--- config.mk ---
export PLATFORM = sky130hd
export DESIGN_NAME = bsp_top
export DESIGN_NICKNAME = d
export VERILOG_FILES = /design/src/bsp_pkg.sv /design/src/bsp_clkgen.sv /design/src/bsp_sync.sv /design/src/bsp_top.sv
export SDC_FILE = /design/constraint.sdc
export NUM_CORES = 1
export LEC_CHECK = 0
export CAP_MARGIN = 20
export CORE_UTILIZATION = 50
export DETAILED_ROUTE_END_ITERATION = 10
export DONT_BUFFER_PORTS = 1
export PLACE_DENSITY = 0.68
export SYNTH_ARGS = -nofsm -noshare
export SYNTH_HDL_FRONTEND = slang
export SYNTH_SLANG_ARGS = --single-unit
--- constraint.sdc ---
create_clock -name clk -period 1.8 [get_ports clk]
set_clock_uncertainty 0.15 [all_clocks]
set_input_delay 0.27 -clock clk [delete_from_list [all_inputs] [get_ports clk]]
set_output_delay 0.27 -clock clk [all_outputs]
set_load 0.01 [all_outputs]
--- src/bsp_pkg.sv ---
// Constants, encodings and helpers for the secondary bus power sequencer.
// Assumes a single 50 MHz system clock shared by all bsp_ modules.
package bsp_pkg;

	// ==========================================================
	// Timing
	localparam int CLK_MHZ = 50;
	// Bus reset hold after secondary Vcc comes back
	localparam int RST_HOLD_US = 100;
	localparam int RST_HOLD_CYC = RST_HOLD_US * CLK_MHZ;
	localparam int CNT_W = 16;
	// Secondary clock half periods in system clocks
	localparam int HALF_FAST = 1;
	localparam int HALF_SLOW = 2;
	localparam int DIV_W = 4;

	// ==========================================================
	// Bridge power state field codes
	localparam logic [1:0] PS_D0 = 2'h0;
	localparam logic [1:0] PS_D1 = 2'h1;
	localparam logic [1:0] PS_D2 = 2'h2;
	localparam logic [1:0] PS_D3HOT = 2'h3;

	// Secondary bus state codes as reported
	localparam logic [1:0] BS_B0 = 2'h0;
	localparam logic [1:0] BS_B1 = 2'h1;
	localparam logic [1:0] BS_B2 = 2'h2;
	localparam logic [1:0] BS_B3 = 2'h3;

	// Synchroniser reset value: power present, 33 MHz segment
	localparam logic [1:0] SYNC_RST = 2'h1;

	typedef enum logic [2:0] {
		ST_B0,
		ST_B1,
		ST_B2,
		ST_B3,
		ST_RESTORE
	} bsp_state_e;

	// Bus state that a bridge power state leads to
	function automatic bsp_state_e bsp_bus_target(
		input logic [1:0] ps,
		input logic sel_b2
	);
		bsp_state_e t;
		t = ST_B0;
		case (ps)
			PS_D0: t = ST_B0;
			PS_D1: t = ST_B1;
			PS_D2: t = ST_B2;
			default: t = sel_b2 ? ST_B2 : ST_B3;
		endcase
		return t;
	endfunction

	// Reported code of an internal state
	function automatic logic [1:0] bsp_bus_code(input bsp_state_e s);
		logic [1:0] c;
		c = BS_B0;
		case (s)
			ST_B0: c = BS_B0;
			ST_B1: c = BS_B1;
			ST_B2: c = BS_B2;
			default: c = BS_B3;
		endcase
		return c;
	endfunction

endpackage

--- src/bsp_clkgen.sv ---
// Secondary bus clock divider with a glitch-free stop in the low phase.
// Assumes fast only changes while the secondary bus reset is asserted.
module bsp_clkgen
	import bsp_pkg::*;
(
	// Clock and reset
	input wire logic clk,
	input wire logic sys_rst,
	// Control
	input wire logic run,
	input wire logic fast,
	// Secondary clock
	output logic sec_clk,
	output logic stopped
);
	logic [DIV_W-1:0] cnt;
	logic [DIV_W-1:0] half;

	always_comb begin
		half = fast ? DIV_W'(HALF_FAST) : DIV_W'(HALF_SLOW);
	end

	// ==========================================================
	// Divider: one tick per half period
	always_ff @(posedge clk) begin
		if (sys_rst) begin
			cnt <= '0;
		end else if (cnt == '0) begin
			cnt <= half - DIV_W'(1);
		end else begin
			cnt <= cnt - DIV_W'(1);
		end
	end

	// Finishing a high phase before stopping avoids a runt pulse
	always_ff @(posedge clk) begin
		if (sys_rst) begin
			sec_clk <= 1'b0;
		end else if (cnt == '0 && (run || sec_clk)) begin // [RQ18]
			sec_clk <= ~sec_clk;
		end
	end

	always_ff @(posedge clk) begin
		if (sys_rst) begin
			stopped <= 1'b0;
		end else begin
			stopped <= !run && !sec_clk;
		end
	end
endmodule

--- src/bsp_sync.sv ---
// Three-stage synchroniser for pins; output moves when stages 2 and 3 agree.
// Assumes inputs are quasi-static levels from outside the clk domain.
module bsp_sync #(
	parameter int W = 2,
	parameter logic [W-1:0] RST_VAL = '0
) (
	// Clock and reset
	input wire logic clk,
	input wire logic sys_rst,
	// Pins in, filtered levels out
	input wire logic [W-1:0] d,
	output logic [W-1:0] q
);
	logic [W-1:0] s1;
	logic [W-1:0] s2;
	logic [W-1:0] s3;

	// Stages run through reset as well: the bus reset that follows a
	// system reset lasts one cycle, too short to wait for them after it.
	always_ff @(posedge clk) begin
		s1 <= d;
		s2 <= s1;
		s3 <= s2;
	end

	// Reset value only stands while the stages have not settled yet
	always_ff @(posedge clk) begin
		for (int i = 0; i < W; i++) begin
			if (s2[i] == s3[i]) begin
				q[i] <= s3[i];
			end else if (sys_rst) begin
				q[i] <= RST_VAL[i];
			end
		end
	end
endmodule

--- src/bsp_top.sv ---
// Secondary bus power and clock sequencer of a bridge.
// Assumes software drives the power state port and straps stay static.
//
// Function
// RQ1 - System reset returns secondary bus to B0
// RQ2 - Power loss puts secondary bus in B3
// RQ3 - Otherwise only software writes change bus state
// RQ4 - B3 on D3hot is optional, B2 alternative
// RQ5 - Drive secondary clock or sideband run control
// RQ6 - Clock frequency changes only during bus reset
// RQ7 - 66 MHz segment reads deep sleep flag 0
// RQ8 - Software never puts such segment into B2
// RQ9 - Detect 66 MHz operation by sampling M66EN
// RQ10 - Bus state tracks programmed bridge power state
// RQ11 - In B1 assume no secondary bus traffic
// RQ12 - D0 gives B0, D1 B1, D3cold B3
// RQ13 - D2 gives B2 with secondary clock stopped
// RQ14 - D3hot stops clock; Vcc off only for B3
// RQ15 - D3hot alone maps to B2 or B3
// RQ16 - Read-only bit selects B2 or B3 for D3hot
// RQ17 - Read-only enable gives control to bridge
// RQ18 - Stopped clock in B2 is held low
// RQ19 - Vcc return asserts bus reset then idle
// RQ20 - Software waits 50 ms after B2 to B0
module bsp_top #(
	parameter int RST_HOLD = bsp_pkg::RST_HOLD_CYC,
	parameter bit CAP_66 = 1'b1,
	parameter bit STOP_OK_66 = 1'b0
) (
	// Clock and reset
	input wire logic clk,
	input wire logic sys_rst,
	// Pins
	input wire logic power_good,
	input wire logic m66en,
	// Straps for the read-only bits
	input wire logic b2_sel_strap,
	input wire logic ctrl_en_strap,
	// Software access to the power state field
	input wire logic ps_wr,
	input wire logic [1:0] ps_wr_data,
	output logic [1:0] power_state_field,
	output logic off_vs_stopclock_select,
	output logic bus_power_clock_ctrl_enable,
	output logic deep_sleep_support_flag,
	// Secondary bus status
	output logic [1:0] bus_state,
	output logic sec_bus_quiet,
	output logic seg_66mhz,
	// Secondary bus power, clock and reset
	output logic sec_clk,
	output logic sec_clk_stopped,
	output logic sec_clk_run,
	output logic sec_vcc_en,
	output logic sec_rst_n
);
	import bsp_pkg::*;

	logic [1:0] sync_q;
	logic power_ok;
	logic m66;
	logic clk_fast;
	logic [CNT_W-1:0] cnt;
	bsp_state_e fsm;
	bsp_state_e next_fsm;

	// ==========================================================
	// Pin synchronisation
	bsp_sync #(
		.W(2),
		.RST_VAL(SYNC_RST)
	) u_sync (
		.clk(clk),
		.sys_rst(sys_rst),
		.d({m66en, power_good}),
		.q(sync_q)
	);

	always_comb begin
		power_ok = sync_q[0];
		m66 = sync_q[1]; // [RQ9]
	end

	// ==========================================================
	// Read-only bits, caught while reset is held
	always_ff @(posedge clk) begin
		if (sys_rst) begin
			off_vs_stopclock_select <= b2_sel_strap; // [RQ16] [RQ4]
			bus_power_clock_ctrl_enable <= ctrl_en_strap; // [RQ17]
		end
	end

	// Clock cannot be stopped on a 66 MHz segment unless built for it
	always_ff @(posedge clk) begin
		if (sys_rst) begin
			deep_sleep_support_flag <= 1'b1;
			seg_66mhz <= 1'b0;
		end else begin
			deep_sleep_support_flag <= !(CAP_66 && m66 && !STOP_OK_66); // [RQ7]
			seg_66mhz <= m66;
		end
	end

	// ==========================================================
	// Power state field
	// Writes are ignored while power is absent or the bus is restoring.
	// From D3hot only D0 is a legal move.
	always_ff @(posedge clk) begin
		if (sys_rst) begin
			power_state_field <= PS_D0; // [RQ1]
		end else if (!power_ok) begin
			power_state_field <= PS_D0; // [RQ2]
		end else if (ps_wr && fsm != ST_RESTORE &&
			(power_state_field != PS_D3HOT || ps_wr_data == PS_D0)) begin
			power_state_field <= ps_wr_data; // [RQ3] [RQ10]
		end
	end

	// ==========================================================
	// Secondary bus state machine
	always_comb begin
		next_fsm = fsm;
		if (!power_ok) begin
			next_fsm = ST_B3; // [RQ2]
		end else begin
			case (fsm)
				ST_RESTORE: begin
					if (cnt == '0) begin
						next_fsm = ST_B0; // [RQ19]
					end
				end
				ST_B3: begin
					if (power_state_field != PS_D3HOT) begin
						// Vcc that was really off needs a bus reset
						next_fsm = sec_vcc_en ?
							bsp_bus_target(power_state_field,
							off_vs_stopclock_select) : ST_RESTORE; // [RQ19]
					end
				end
				default: begin
					next_fsm = bsp_bus_target(power_state_field,
						off_vs_stopclock_select); // [RQ12] [RQ13] [RQ15]
				end
			endcase
		end
	end

	always_ff @(posedge clk) begin
		if (sys_rst) begin
			fsm <= ST_B0; // [RQ1]
		end else begin
			fsm <= next_fsm;
		end
	end

	// Bus reset hold counter after Vcc returns
	always_ff @(posedge clk) begin
		if (sys_rst) begin
			cnt <= '0;
		end else if (next_fsm == ST_RESTORE && fsm != ST_RESTORE) begin
			cnt <= CNT_W'(RST_HOLD - 1);
		end else if (fsm == ST_RESTORE && cnt != '0) begin
			cnt <= cnt - CNT_W'(1);
		end
	end

	// ==========================================================
	// Status outputs
	always_ff @(posedge clk) begin
		if (sys_rst) begin
			bus_state <= BS_B0;
			sec_bus_quiet <= 1'b0;
		end else begin
			bus_state <= bsp_bus_code(next_fsm); // [RQ10]
			sec_bus_quiet <= next_fsm != ST_B0 &&
				next_fsm != ST_RESTORE; // [RQ11]
		end
	end

	// ==========================================================
	// Power, clock and reset actions
	// With control disabled another scheme owns Vcc and clock, so both
	// stay on; only a real supply loss turns Vcc and the clock off.
	always_ff @(posedge clk) begin
		if (sys_rst) begin
			sec_vcc_en <= 1'b1;
		end else begin
			sec_vcc_en <= !(next_fsm == ST_B3 &&
				(bus_power_clock_ctrl_enable || !power_ok)); // [RQ14] [RQ17]
		end
	end

	always_ff @(posedge clk) begin
		if (sys_rst) begin
			sec_clk_run <= 1'b1;
		end else if (!power_ok) begin
			sec_clk_run <= 1'b0; // [RQ2]
		end else begin
			sec_clk_run <= !bus_power_clock_ctrl_enable ||
				next_fsm == ST_B0 || next_fsm == ST_B1 ||
				next_fsm == ST_RESTORE; // [RQ5] [RQ13] [RQ14]
		end
	end

	// System reset is the secondary bus reset as well
	always_ff @(posedge clk) begin
		if (sys_rst) begin
			sec_rst_n <= 1'b0; // [RQ1]
		end else begin
			sec_rst_n <= !(next_fsm == ST_RESTORE || !power_ok); // [RQ19]
		end
	end

	// Frequency follows the segment speed, but only under bus reset
	always_ff @(posedge clk) begin
		if (sys_rst) begin
			clk_fast <= 1'b0;
		end else if (!sec_rst_n) begin
			clk_fast <= m66; // [RQ6]
		end
	end

	bsp_clkgen u_clkgen (
		.clk(clk),
		.sys_rst(sys_rst),
		.run(sec_clk_run),
		.fast(clk_fast),
		.sec_clk(sec_clk), // [RQ5]
		.stopped(sec_clk_stopped)
	);

	// ==========================================================
	// Assertions
	property p_reset_b0;
		@(posedge clk) sys_rst |=> bus_state == BS_B0 && sec_vcc_en;
	endproperty
	a_reset_b0: assert property (p_reset_b0) // [RQ1]
		else $error("bus not in B0 after system reset");

	property p_loss_b3;
		@(posedge clk) disable iff (sys_rst)
		!power_ok |=> bus_state == BS_B3 && !sec_vcc_en && !sec_clk_run;
	endproperty
	a_loss_b3: assert property (p_loss_b3) // [RQ2]
		else $error("power loss did not give B3");

	property p_sw_only;
		@(posedge clk) disable iff (sys_rst)
		$changed(power_state_field) |-> $past(ps_wr) || $past(!power_ok);
	endproperty
	a_sw_only: assert property (p_sw_only) // [RQ3]
		else $error("power state changed without a write");

	property p_freq_in_reset;
		@(posedge clk) disable iff (sys_rst)
		$changed(clk_fast) |-> $past(!sec_rst_n);
	endproperty
	a_freq_in_reset: assert property (p_freq_in_reset) // [RQ6]
		else $error("clock rate changed outside bus reset");

	property p_flag_66;
		@(posedge clk) disable iff (sys_rst)
		CAP_66 && !STOP_OK_66 && m66 |=> !deep_sleep_support_flag;
	endproperty
	a_flag_66: assert property (p_flag_66) // [RQ7]
		else $error("deep sleep flag set on 66 MHz segment");

	property p_d1_b1;
		@(posedge clk) disable iff (sys_rst)
		power_ok && power_state_field == PS_D1 |=>
			bus_state == BS_B1 && sec_bus_quiet && sec_clk_run;
	endproperty
	a_d1_b1: assert property (p_d1_b1) // [RQ12]
		else $error("D1 did not give B1");

	property p_d2_stop;
		@(posedge clk) disable iff (sys_rst)
		power_ok && power_state_field == PS_D2 && bus_power_clock_ctrl_enable
			|=> bus_state == BS_B2 && !sec_clk_run && sec_vcc_en;
	endproperty
	a_d2_stop: assert property (p_d2_stop) // [RQ13]
		else $error("D2 did not stop the clock in B2");

	property p_d3hot;
		@(posedge clk) disable iff (sys_rst)
		power_ok && power_state_field == PS_D3HOT &&
			bus_power_clock_ctrl_enable |=> !sec_clk_run &&
			(sec_vcc_en == off_vs_stopclock_select);
	endproperty
	a_d3hot: assert property (p_d3hot) // [RQ14]
		else $error("D3hot clock or Vcc action wrong");

	property p_d3hot_map;
		@(posedge clk) disable iff (sys_rst)
		power_ok && power_state_field == PS_D3HOT |=>
			bus_state == (off_vs_stopclock_select ? BS_B2 : BS_B3);
	endproperty
	a_d3hot_map: assert property (p_d3hot_map) // [RQ15]
		else $error("D3hot mapped to wrong bus state");

	property p_ctrl_off;
		@(posedge clk) disable iff (sys_rst)
		!bus_power_clock_ctrl_enable && power_ok |=> sec_vcc_en && sec_clk_run;
	endproperty
	a_ctrl_off: assert property (p_ctrl_off) // [RQ17]
		else $error("control acted while disabled");

	property p_clk_low;
		@(posedge clk) disable iff (sys_rst)
		$fell(sec_clk_run) |-> ##[0:6] (!sec_clk && sec_clk_stopped) or
			##[0:6] sec_clk_run;
	endproperty
	a_clk_low: assert property (p_clk_low) // [RQ18]
		else $error("clock not parked low after stop");

	property p_clk_hold;
		@(posedge clk) disable iff (sys_rst)
		!sec_clk_run && !sec_clk |=> !sec_clk;
	endproperty
	a_clk_hold: assert property (p_clk_hold) // [RQ18]
		else $error("stopped clock left the low level");

	property p_vcc_reset;
		@(posedge clk) disable iff (sys_rst)
		$rose(sec_vcc_en) |-> !sec_rst_n && bus_state == BS_B3;
	endproperty
	a_vcc_reset: assert property (p_vcc_reset) // [RQ19]
		else $error("Vcc returned without bus reset");

	property p_ro_keep;
		@(posedge clk) disable iff (sys_rst)
		$stable(off_vs_stopclock_select) &&
			$stable(bus_power_clock_ctrl_enable);
	endproperty
	a_ro_keep: assert property (p_ro_keep) // [RQ16]
		else $error("read-only bit moved outside reset");

	property p_quiet;
		@(posedge clk) disable iff (sys_rst)
		bus_state == BS_B1 || bus_state == BS_B2 |-> sec_bus_quiet;
	endproperty
	a_quiet: assert property (p_quiet) // [RQ11]
		else $error("bus not marked quiet in B1 or B2");

	property p_b0_b1_on;
		@(posedge clk) disable iff (sys_rst)
		bus_state == BS_B0 || bus_state == BS_B1 |->
			sec_clk_run && sec_vcc_en;
	endproperty
	a_b0_b1_on: assert property (p_b0_b1_on) // [RQ12]
		else $error("clock or Vcc off in B0 or B1");
endmodule
# Word-level counts from Yosys, hierarchy flattened
# Index checks and enable logic that the tools add are counted.
[totals] regBits=46 inputBits=9 output_inout_bits=14 word_cells=90
[classes] n_addsub=3 eq_ne=13 mux=17 n_bitwise=2 reduce_logical=33
[op_table] op="$mux 13" n=2
[op_table] op="$logic_not 16->1" n=1
[op_table] op="$reduce_bool 16->1" n=1
[op_table] op="$sub 16x1->16 const B" n=1
[op_table] op="$mux 3" n=4
[op_table] op="$pmux 2 s3" n=2
[op_table] op="$eq 3x2->1 const B" n=3
[op_table] op="$logic_and 1x1->1" n=8
[op_table] op="$sub 4x1->4 const B" n=2
[op_table] op="$logic_not 1->1" n=7
[op_table] op="$logic_or 1x1->1" n=7
[op_table] op="$eq 3x3->1 const B" n=2
[op_table] op="$mux 1" n=6
[op_table] op="$ne 3x3->1 const B" n=2
[op_table] op="$pmux 3 s2" n=1
[op_table] op="$logic_not 2->1" n=2
[op_table] op="$logic_not 4->1" n=1
[op_table] op="$mux 4" n=1
[op_table] op="$reduce_bool 2->1" n=2
[op_table] op="$reduce_or 2->1" n=2
[op_table] op="$eq 3x1->1 const B" n=1
[op_table] op="$logic_not 3->1" n=1
[op_table] op="$reduce_bool 3->1" n=1
[op_table] op="$eq 1x1->1" n=2
[op_table] op="5 further kinds" n=6

# Depth between registers and ports, before layout
# Gate-level depths: netlist (run 1).
[logic_depth] depth_word=11 ltp_mapped=7 ltp_nobuf=6

# Hierarchy
# Synthesis (run 1) repeated with hierarchy kept, for this count alone.
[unflattened] hier_cells=208 area_unflattened_um2=2034.5
[by_module_without_submodules] module="bsp_top" instances=1 cells_each=168 area_per_inst_um2=1540.2 seq_area_each_um2=660.6
[by_module_without_submodules] module="bsp_clkgen" instances=1 cells_each=26 area_per_inst_um2=271.5 seq_area_each_um2=120.1
[by_module_without_submodules] module="bsp_sync" instances=1 cells_each=14 area_per_inst_um2=222.7 seq_area_each_um2=180.2

# Worst setup path after synthesis (run 1)
# OpenSTA, ideal clock, no wires.
[synth_path] path_kind="reg2reg" start="register cnt[2]" end="register cnt[9]" setup_time_ns=0.127 arrival_ns=1.602 t_required_ns=1.523 path_slack_ns=-0.079 stages_incl_launch_ff=6 n_path_buf=1 period_less_slack_ns=1.879 path_cell_list="dfxtp_1 -> or4_4 -> o41ai_4 -> buf_6 -> or2_2 -> a31oi_1"
[synth_between] elab_chain_len=7 elab_cells_between_ends=12 cone_classes="add/sub (1); eq/ne (1); mux (5); reduce/logical (5)"
[synth_lines] item="from (decl)" line_no="bsp_top.sv:63" rtl="logic [CNT_W-1:0] cnt;"
[synth_lines] item="from (signal assigned)" line_no="bsp_top.sv:161" rtl="cnt <= CNT_W'(RST_HOLD - 1);"
[synth_lines] item="from (signal assigned)" line_no="bsp_top.sv:163" rtl="cnt <= cnt - CNT_W'(1);"
[synth_lines] item="$logic_not 16->1" line_no="bsp_top.sv:128" rtl="if (cnt == '0) begin"
[synth_lines] item="$mux 3" line_no="bsp_top.sv:128"
[synth_lines] item="$pmux 3 s2" line_no="bsp_top.sv:126" rtl="case (fsm)"
[synth_lines] item="$mux 3" line_no="bsp_top.sv:123" rtl="if (!power_ok) begin"
[synth_lines] item="$eq 3x3->1" line_no="bsp_top.sv:160" rtl="end else if (next_fsm == ST_RESTORE && fsm != ST_RESTORE) begin"
[synth_lines] item="$logic_and 1x1->1" line_no="bsp_top.sv:160"
[synth_lines] item="$mux 13 or $reduce_bool 2->1 (tied branches)"
# Parallel ways exist; a longest one is shown, timed or not. The select of a mux whose other input is x is not followed.
# A chain may end at the register's enable or synchronous reset.

# Worst setup path in the final report (run 1)
[layout_path] start="register cnt[11]" end="register cnt[14]"
[layout_between] elab_chain_len=7 elab_cells_between_ends=10 cone_classes="add/sub (1); eq/ne (1); mux (3); reduce/logical (5)"
[layout_lines] item="$logic_not 16->1" line_no="bsp_top.sv:128"
[layout_lines] item="$mux 3" line_no="bsp_top.sv:128"
[layout_lines] item="$pmux 3 s2" line_no="bsp_top.sv:126"
[layout_lines] item="$mux 3" line_no="bsp_top.sv:123"
[layout_lines] item="$eq 3x3->1" line_no="bsp_top.sv:160"
[layout_lines] item="$logic_and 1x1->1" line_no="bsp_top.sv:160"
[layout_lines] item="$reduce_or 2->1 (no source line)"
# Parallel ways exist; a longest one is shown, timed or not.

==> results of run 1 <==
[critical path: cells and delay by family, from the launching register on]
family	cells	cell delay, ns
AND/OR/NAND/NOR	1	0.56
buffers and inverters	1	0.19
AO/OA/AOI/OAI	3	0.59
flip-flops	1	0.33
[cells by family (layout without fill, tap and decap cells)]
kind of cell    count (synthesis)  in the layout
compound gates                 52             52
xor+xnor                        2              2
fa+ha+maj                       4              4
buf+inv                        14             66
flops                          46             46
mux                             4              4
simple gates                   71             72
[timing repair]
| item | 4_1_cts | 5_1_grt |
|---|---|---|
| setup buffers | 5 | 4 |
| pin swaps | 13 | 12 |
| gates resized for setup | 17 | 18 |
| gates cloned | 2 | 0 |
| endpoints found under the hold margin | 28 | 18 |
| setup endpoints to repair | 16 | 21 |
[flip-flops by register name, indices dropped and copies added (netlist names)]
name,cells
cnt,16
u_clkgen.cnt,4
fsm,3
bus_state,2
power_state_field,2
u_sync.q,2
u_sync.s1,2
u_sync.s2,2
u_sync.s3,2
bus_power_clock_ctrl_enable,1
clk_fast,1
deep_sleep_support_flag,1
off_vs_stopclock_select,1
sec_bus_quiet,1
sec_clk_run,1
sec_rst_n,1
sec_vcc_en,1
seg_66mhz,1
u_clkgen.sec_clk,1
u_clkgen.stopped,1
[layer usage]
metal	wire length, µm	vias up	global-route usage
met5	0	-	0
met4	59	0	0.0806
met3	238	6	0.0581
met2	2200	50	0.382
met1	2010	820	0.284
li1	-	838	-
[cell usage after synthesis, drive strengths merged, types with 2 or more instances]
cell,count
edfxtp,3
nand3,6
a21oi,17
ha,3
mux2i,3
or2,3
o31ai,7
clkbuf,4
nand4,4
a311oi,2
a211oi,5
nand2,4
buf,4
nor3,4
o211ai,3
nand2b,5
a31oi,4
or3,6
nor2,12
o41ai,2
nor4,4
o21ai,8
or4,8
nor3b,3
and2,2
dfxtp,43
inv,6
[final cells by class]
class / count / area share
flip-flops and latches: 46 / 0.364
inverters: 6 / 0.00852
clock buffers: 5 / 0.0260
multi-input cells: 134 / 0.396
repair buffers: 52 / 0.175
clock inverters: 3 / 0.00710
well taps: 48 / 0.0227
[power by group]
group | leakage [nW] | switching, mW | internal [mW]
sequential | 0.386 | 0.0621 | 1.09
combinational | 0.577 | 0.0953 | 0.121
clock | 0.0483 | 0.348 | 0.274
total | 1.01 | 0.505 | 1.49
[worst paths after layout]
kind                                             end  slack, ns  cells after the start
worst min-delay path             cnt[1]$_SDFFE_PP0P_      -0.12                      1
worst max-delay path            cnt[14]$_SDFFE_PP0P_      -0.08                      5
worst max register to register  cnt[14]$_SDFFE_PP0P_      -0.08                      5
worst min register to register  u_sync.s2[1]$_DFF_P_       0.18                      0
[per-stage QoR]
stage | TNS, ns | setup slack, ns | total power [mW] | std cells | hold WS, ns
floorplan | -0.000196 | -0.000196 | 1.32 | 193 | 0.148
global placement | -0.463 | -0.0817 | 1.36 | 266 | 0.148
detailed placement | -1.08 | -0.123 | 1.37 | 266 | 0.148
CTS | -0.375 | -0.0588 | 2.01 | 290 | -0.127
global route | -1.56 | -0.167 | 2.08 | 294 | -0.141
finish | -0.527 | -0.0825 | 1.99 | 294 | -0.120
==> metrics, run 1 <==
Worst IR Drop VDD=0.728 mV; die outline height=64.7 µm; data required time at the worst endpoint=1.87 ns; initial antenna violation count=0; share of synthesized area spent on multiplexers=0.0210; result of the run=finished with violations; number of buffers inserted by hold repair at cts=10; cell count after synthesis=193; post-synthesis compound-gate area fraction=0.180; Longest Clk Path Bufs=2; Clock Sinks=46; Starting Density=0.528; TritonCTS buffer count=5; global placer's final weighted congestion=0.797; FP Rows=22; violated checks=hold timing, setup timing; boundary pin count=23; number of storage elements in the synthesis netlist=46; Antenna Nets Post-Route=0; Final nets=257; worst hold-check path type=input port to register; share of the synthesized area in the top cell type=0.438; number of DRC markers in iteration 0=79; count of flip-flops with a built-in enable after synthesis=3; adder and majority cell fraction of the synthesized area=0.0242; final core utilization=0.711; Critical Path Source Type=register; post-route cell area=2640 µm²; post-route worst hold slack=-0.120 ns; post-DR wirelength/cell=15.3 µm; number of global-route vias before repair=1697; total standard cell area after synthesis=1960 µm²; areal power density over the cells=754 nW/µm²; pin count of the biggest net entering global routing=25; Hold Path Origin=sys_rst; post-layout minimum cycle time=1.88 ns; cell types with the largest area share after synthesis=sky130_fd_sc_hd__dfxtp_1 44%, sky130_fd_sc_hd__edfxtp_1 4.6%, sky130_fd_sc_hd__a21oi_1 4.3%; unrepaired setup endpoints after global routing=yes; crit path setup slack, layout=-0.0825 ns; aggregate global routing overflow=0; Area growth, synth to finish=34.7%; count of endpoints failing setup in the final report=9; share of cells above drive strength 1=0.366; combined area of the multi-input logic cells=1050 µm²; simple logic cell fraction of the synthesized area=0.241; clock tree from TritonCTS=yes; standby leakage power=1.01 nW; Die Wd=64.7 µm; most common flop cell mapped by yosys=sky130_fd_sc_hd__dfxtp_1; largest family of logic cells by synthesized area=simple AND/OR/NAND/NOR gates; clock network latency to the later pin of the worst-skew pair=0.29 ns; share of synthesized registers carrying an async set or reset=0; sequential cell area=963 µm²; area share of xor/xnor cells in the synthesized design=0.00892; top achievable clock speed=531 MHz; antenna cell count=0; YS warnings=0; Slew Limit Headroom=0.753; detail-routed via count per cell=5.83; Largest stage delay, worst path=0.56 ns; most used cells in the layout excluding fill and tap cells=35 x sky130_fd_sc_hd__dfxtp_1, 34 x sky130_fd_sc_hd__buf_4, 16 x sky130_fd_sc_hd__a21oi_1, 12 x sky130_fd_sc_hd__nor2_1, 10 x sky130_fd_sc_hd__dlygate4sd3_1; Slowest cell on crit path=sky130_fd_sc_hd__or4_4; detailed-routing iteration count for the pre-antenna-repair pass=4; via count=1714; Port Buffers=0; cell-by-cell trace of the critical path=or4_4, o41ai_4, buf_6, o31ai_1, a21oi_1; Netlist cell types=53; die footprint=4180 µm²; Final Hold Vio Count=18; deepest level of the CTS H-tree=2; max-capacitance violation count=0; category of the most critical setup path=register to register; launching instance or port of the critical path=cnt[11]$_SDFFE_PP0P_; pin slew with the least headroom to its limit=0.369 ns; clock-pin slew on the worst setup and hold paths=0.09 ns; arrival time at the worst endpoint=1.95 ns; Final HPWL DP=2900 µm; fillcell total=283; total global-route track usage=0.229; final max-slew violation count=0; Floorplan Core Area=3720 µm²; maximum fanout count along the critical path=6; launching point of the worst reg2reg path=cnt[11]$_SDFFE_PP0P_; type of element capturing the critical path=register; largest area contributor in the synthesized netlist=sky130_fd_sc_hd__dfxtp_1; most common cell after layout, fill and taps aside=sky130_fd_sc_hd__dfxtp_1; root buffer cell=sky130_fd_sc_hd__clkbuf_8; global-route wire length before repair=7400 µm; final wirelength=4500 µm; share of synthesized area occupied by flip-flops and latches=0.484; mean post-synth cell area=10.2 µm²; Post-route DRC=0; placed cell area=2220 µm²; nets in the synthesized netlist=205; final period utilization=1.05
Power figures use the tool's default switching activity.
==> inputs of run 2 (changes only) <==
==> constraint.sdc (replaced) <==
create_clock -name clk -period 1.8 [get_ports clk]
set_clock_uncertainty 0.15 [all_clocks]
set_input_delay 0.36 -clock clk [delete_from_list [all_inputs] [get_ports clk]]
set_output_delay 0.36 -clock clk [all_outputs]
set_load 0.01 [all_outputs]
==> metrics, run 2 (synthesis results as in run 1) <==
share of cells above drive strength 1=0.369 (+0.00300); post-DR wirelength/cell=15.6 µm (+1.8%); final core utilization=0.706 (-0.00539); worst hold-check path type=input port to register; detail-routed via count per cell=5.84 (+0.21%); TritonCTS buffer count=5 (unchanged); Floorplan Core Area=3720 µm² (unchanged); clock-pin slew on the worst setup and hold paths=0.09 ns (about the same); type of element capturing the critical path=register; Clock Sinks=46 (unchanged); areal power density over the cells=760 nW/µm² (+0.85%); dpl cells=266 (unchanged); deepest level of the CTS H-tree=2 (unchanged); top achievable clock speed=526 MHz (-0.90%); Longest Clk Path Bufs=2 (unchanged); Starting Density=0.528 (unchanged); fillcell total=284 (+0.35%); crit path setup slack, layout=-0.0996 ns (-0.0171 ns); antenna cell count=0 (unchanged); Port Buffers=0 (unchanged); Critical Path Source Type=register; aggregate global routing overflow=0 (unchanged); Crit path max-delay family=simple AND/OR/NAND/NOR gates; combined area of the multi-input logic cells=1050 µm² (unchanged); violated checks=setup timing; final period utilization=1.06 (+0.00949); Non-Filler Instances=292 (-0.68%); max-capacitance violation count=0 (unchanged); detailed-routing iteration count for the pre-antenna-repair pass=4 (unchanged); unrepaired setup endpoints after global routing=yes; Final HPWL DP=2900 µm (unchanged); Final Hold Vio Count=0 (-18); clock tree from TritonCTS=yes; Slew Limit Headroom=0.569 (-0.184); Largest stage delay, worst path=0.56 ns (about the same); clock network latency to the later pin of the worst-skew pair=0.29 ns (about the same); Final nets=255 (-0.78%); Slowest cell on crit path=sky130_fd_sc_hd__or4_4; die footprint=4180 µm² (unchanged); die outline height=64.7 µm (unchanged); Antenna Nets Post-Route=0 (unchanged); final max-slew violation count=0 (unchanged); via count=1706 (-0.47%); Sum Neg Setup Slack=-0.593 ns (-0.0662 ns); count of endpoints failing setup in the final report=9 (unchanged); largest registers=cnt x16, u_clkgen.cnt x4, fsm x3; boundary pin count=23 (unchanged); global placer's final weighted congestion=0.797 (unchanged); initial antenna violation count=0 (unchanged); root buffer cell=sky130_fd_sc_hd__clkbuf_8; WP buf/inv=1 (unchanged); cell-by-cell trace of the critical path=or4_4, o41ai_4, buf_6, or2_4, a31oi_1; sequential cell area=963 µm² (unchanged); result of the run=finished with violations; most used cells in the layout excluding fill and tap cells=35 x sky130_fd_sc_hd__dfxtp_1, 34 x sky130_fd_sc_hd__buf_4, 16 x sky130_fd_sc_hd__a21oi_1, 12 x sky130_fd_sc_hd__nor2_1, 8 x sky130_fd_sc_hd__dlygate4sd3_1; post-layout minimum cycle time=1.90 ns (+0.0171 ns); category of the most critical setup path=register to register; total global-route track usage=0.226 (-0.00300); Worst IR Drop VDD=0.717 mV (-1.6%); final wirelength=4550 µm (+1.1%); standby leakage power=1.00 nW (-0.64%); arrival time at the worst endpoint=1.90 ns (-0.05 ns); number of DRC markers in iteration 0=67 (-15%); number of global-route vias before repair=1668 (-1.7%); global-route wire length before repair=7300 µm (-1.3%); pin count of the biggest net entering global routing=25 (unchanged); max reg flops=16 (unchanged); most common cell after layout, fill and taps aside=sky130_fd_sc_hd__dfxtp_1; Area growth, synth to finish=33.7%; Die Wd=64.7 µm (unchanged); data required time at the worst endpoint=1.80 ns (-0.07 ns); Post-route DRC=0 (unchanged); FP Rows=22 (unchanged); maximum fanout count along the critical path=6 (unchanged); pin slew with the least headroom to its limit=0.644 ns (+0.275 ns); DP Worst Slack=-0.123 ns (unchanged); largest register by flop count=cnt
## run 2: cell count changes in the layout (fill, tap and decap cells not counted)
cell / before / now
sky130_fd_sc_hd__dlygate4sd3_1: 10 / 8
## run 2: metrics by stage
stage          total power [mW]  hold slack (ns)  instance area (µm²)
5_1_grt                    2.08         0.000985                 2620
3_5_place_dp               1.37            0.171                 2220
3_3_place_gp               1.36            0.166                 2220
6_report                   1.99           0.0201                 2620
2_1_floorplan              1.32            0.160                 1970
4_1_cts                    2.00          -0.0373                 2470
## run 2: report_power, final
part	switching (mW)	total, mW	internal [mW]	leakage, nW
Clock	0.347	0.621	0.274	0.0483
Sequential	0.0627	1.16	1.09	0.386
Combinational	0.100	0.218	0.118	0.570
## run 2: path summary, 6_finish.rpt
| check | start | to | slack [ns] | depth (start not counted) |
|---|---|---|---|---|
| worst max-delay path | cnt[11]$_SDFFE_PP0P_ | cnt[9]$_SDFFE_PP0P_ | -0.1 | 5 |
| worst max register to register | cnt[11]$_SDFFE_PP0P_ | cnt[9]$_SDFFE_PP0P_ | -0.1 | 5 |
| worst min register to register | u_sync.s1[1]$_DFF_P_ | u_sync.s2[1]$_DFF_P_ | 0.18 | 0 |
| worst min-delay path | sys_rst | fsm[0]$_SDFF_PP0_ | 0.02 | 1 |
## run 2: what timing repair did
action | CTS | global route
hold buffers | 6 | 2
resized for setup | 17 | 18
gates cloned | 2 | 0
endpoints found under the hold margin | 20 | 15
pin swaps | 13 | 12
endpoints found under the setup margin | 16 | 21
buffers inserted | 5 | 4
## run 2: layout make-up
| cell class | instances | share of cell area |
|---|---|---|
| flip-flops and latches | 46 | 0.367 |
| repair buffers | 50 | 0.169 |
| clock buffers | 5 | 0.0262 |
| well taps | 48 | 0.0229 |
| clock inverters | 3 | 0.00715 |
| inverters | 6 | 0.00858 |
| multi-input cells | 134 | 0.399 |
## run 2: worst reg2reg max path, cell delays in order, from the launching register on
cell and delay (ns):
sky130_fd_sc_hd__dfxtp_2 0.33, sky130_fd_sc_hd__or4_4 0.56, sky130_fd_sc_hd__o41ai_4 0.37, sky130_fd_sc_hd__buf_6 0.19
sky130_fd_sc_hd__or2_4 0.11, sky130_fd_sc_hd__a31oi_1 0.06
## run 2: layer usage
layer / track usage / vias up / wire length, µm
li1: - / 830 / -
met4: 0.0806 / 0 / 63
met5: 0 / - / 0
met3: 0.0616 / 8 / 261
met1: 0.281 / 813 / 2020
met2: 0.372 / 55 / 2200
==> inputs of run 3 (changes only) <==
CORE_MARGIN = 3   (was not set)
clock period = 1.6 ns   (was 1.8 ns; I/O delays follow)
==> metrics, run 3 (synthesis results as in run 1) <==
worst hold-check path type=input port to register; number of DRC markers in iteration 0=71 (+6.0%); global-route wire length before repair=7900 µm (+8.2%); Non-Filler Instances=307 (+5.1%); violated checks=hold timing, setup timing; initial antenna violation count=0 (unchanged); clock network latency to the later pin of the worst-skew pair=0.31 ns (+0.02 ns); result of the run=finished with violations; die footprint=4710 µm² (+13%); Final nets=270 (+5.9%); largest registers=cnt x16, u_clkgen.cnt x4, fsm x3; antenna cell count=0 (unchanged); met2 layer wire length in the routed design=2850 µm (+29%); total global-route track usage=0.225 (-0.000831); Area growth, synth to finish=44.5%; critical path's most frequent cell=sky130_fd_sc_hd__buf_6; termination of the worst setup path=cnt[8]$_SDFFE_PP0P_; routed metal-1 wirelength=1970 µm (-2.8%); Final HPWL DP=3230 µm (+11%); final max-slew violation count=0 (unchanged); fillcell total=234 (-18%); areal power density over the cells=840 nW/µm² (+11%); dpl cells=274 (+3.0%); aggregate global routing overflow=0 (unchanged); boundary pin count=23 (unchanged); Slowest cell on crit path=sky130_fd_sc_hd__or4b_1; Antenna Nets Post-Route=0 (unchanged); Crit path max-delay family=simple AND/OR/NAND/NOR gates; standby leakage power=1.10 nW (+9.7%); pin count of the biggest net entering global routing=25 (unchanged); max reg flops=16 (unchanged); post-layout minimum cycle time=1.96 ns (+0.0560 ns); via count=1822 (+6.8%); category of the most critical setup path=register to register; Slew Limit Headroom=0.654 (+0.0843); data required time at the worst endpoint=1.68 ns (-0.12 ns); combined area of the multi-input logic cells=1120 µm² (+7.2%); most used cells in the layout excluding fill and tap cells=47 x sky130_fd_sc_hd__buf_4, 28 x sky130_fd_sc_hd__dfxtp_1, 12 x sky130_fd_sc_hd__dfxtp_2, 11 x sky130_fd_sc_hd__nor2_1, 11 x sky130_fd_sc_hd__buf_6; most common cell after layout, fill and taps aside=sky130_fd_sc_hd__buf_4; share of cells above drive strength 1=0.490 (+0.121); deepest level of the CTS H-tree=2 (unchanged); Starting Density=0.528 (unchanged); FP Rows=22 (unchanged); max-capacitance violation count=0 (unchanged); FF-to-FF setup slack=-0.36 ns (-0.26 ns); crit path setup slack, layout=-0.356 ns (-0.256 ns); launching point of the worst reg2reg path=cnt[5]$_SDFFE_PP0P_; WP buf/inv=4 (+3); type of element capturing the critical path=register; detailed-routing iteration count for the pre-antenna-repair pass=4 (unchanged); Post-route DRC=0 (unchanged); count of endpoints failing setup in the final report=21 (+12); Critical Path Source Type=register; Max Used Layer=met4; Die Wd=68.7 µm (+6.2%); cell-by-cell trace of the critical path=buf_6, nor4_4, buf_4, buf_6, and4_4, buf_6, or4b_1, a31oi_1; detail-routed via count per cell=5.93 (+1.6%); final period utilization=1.22 (+0.167); Worst path depth=8 (+3); TritonCTS buffer count=5 (unchanged); Worst IR Drop VDD=0.555 mV (-23%); clock-pin slew on the worst setup and hold paths=0.09 ns (about the same); Final Hold Vio Count=18 (+18); top achievable clock speed=511 MHz (-2.9%); post-DR wirelength/cell=16.9 µm (+8.7%); sequential cell area=977 µm² (+1.4%); number of buffers inserted by hold repair at cts=8 (+2); Largest stage delay, worst path=0.50 ns (-0.06 ns); root buffer cell=sky130_fd_sc_hd__clkbuf_8; unrepaired setup endpoints after global routing=yes; global placer's final weighted congestion=0.823 (+3.3%); launching instance or port of the critical path=cnt[5]$_SDFFE_PP0P_; pin slew with the least headroom to its limit=0.520 ns (-0.124 ns); arrival time at the worst endpoint=2.04 ns (+0.14 ns); die outline height=68.7 µm (+6.2%); terminus of the critical flop-to-flop path=cnt[8]$_SDFFE_PP0P_; detailed route wirelength on metal3=276 µm (+5.7%); cells on worst reg2reg path=8 (+3); Clock Sinks=46 (unchanged); Longest Clk Path Bufs=2 (unchanged); largest register by flop count=cnt; post-route worst hold slack=-0.0923 ns (-0.112 ns); final wirelength=5200 µm (+14%); number of global-route vias before repair=1723 (+3.3%); Floorplan Core Area=3720 µm² (unchanged); clock tree from TritonCTS=yes; Port Buffers=0 (unchanged); maximum fanout count along the critical path=5 (-1)
run 3: cell count changes in the layout (fill, tap and decap cells not counted), moves of 3 or more:
cell / change
sky130_fd_sc_hd__or3_4: +3
sky130_fd_sc_hd__buf_6: +5
sky130_fd_sc_hd__dfxtp_1: -7
sky130_fd_sc_hd__buf_4: +13
sky130_fd_sc_hd__a21oi_1: -6
sky130_fd_sc_hd__dfxtp_2: +5
sky130_fd_sc_hd__a21oi_2: +5
run 3: worst register-to-register path, cell delays in order (launching register included):
cell                      delay [ns]
sky130_fd_sc_hd__dfxtp_2        0.35
sky130_fd_sc_hd__buf_6          0.11
sky130_fd_sc_hd__nor4_4         0.03
sky130_fd_sc_hd__buf_4          0.15
sky130_fd_sc_hd__buf_6          0.12
sky130_fd_sc_hd__and4_4         0.19
sky130_fd_sc_hd__buf_6          0.13
sky130_fd_sc_hd__or4b_1         0.50
sky130_fd_sc_hd__a31oi_1        0.14
run 3: metrics by stage:
step           total power [mW]  instance area (µm²)  utilization  setup TNS (ns)  setup WS (ns)
2_1_floorplan              1.48                 2010            -           -1.61         -0.195
3_3_place_gp               1.53                 2310        0.622           -2.83         -0.273
3_5_place_dp               1.55                 2310        0.622           -3.51         -0.295
4_1_cts                    2.33                 2650        0.712           -4.07         -0.299
5_1_grt                    2.47                 2840        0.763           -5.97         -0.398
6_report                   2.38                 2840        0.763           -4.39         -0.356
run 3: worst min path at each step:
| stage | to | depth (start not counted) | from | slack, ns |
|---|---|---|---|---|
| 2_1_floorplan | u_sync.s2[0]$_DFF_P_ | 0 | u_sync.s1[0]$_DFF_P_ | 0.16 |
| 3_3_place_gp | u_sync.s2[0]$_DFF_P_ | 0 | u_sync.s1[0]$_DFF_P_ | 0.16 |
| 3_5_place_dp | u_sync.s2[0]$_DFF_P_ | 0 | u_sync.s1[0]$_DFF_P_ | 0.16 |
| 4_1_cts | cnt[0]$_SDFFE_PP0P_ | 1 | sys_rst | -0.1 |
| 5_1_grt | cnt[0]$_SDFFE_PP0P_ | 1 | sys_rst | -0.11 |
| 6_report | cnt[0]$_SDFFE_PP0P_ | 1 | sys_rst | -0.09 |
run 3: final cells by class:
cell class,instances,share of cell area
flip-flops and latches,46,0.345
inverters,6,0.00794
clock buffers,5,0.0243
multi-input cells,133,0.396
repair buffers,66,0.196
well taps,48,0.0212
clock inverters,3,0.0101
run 3: report_power, final:
part | switching, mW | internal, mW | leakage, nW
logic | 0.124 | 0.163 | 0.662
clock network | 0.445 | 0.327 | 0.0506
registers | 0.0920 | 1.23 | 0.389
total | 0.661 | 1.72 | 1.10
run 3: what timing repair did:
action                                  CTS  global route
pin swaps                                16            16
buffers inserted                          8            10
cloned                                    1             0
endpoints found under the hold margin    26            18
endpoints found under the setup margin   24            27
gates resized for setup                  23            38
run 3: layer usage:
| metal | track usage | vias to the layer above |
|---|---|---|
| li1 | - | 857 |
| met3 | 0.0665 | 15 |
| met5 | 0 | - |
| met4 | 0.112 | 0 |
| met2 | 0.378 | 64 |
| met1 | 0.258 | 886 |
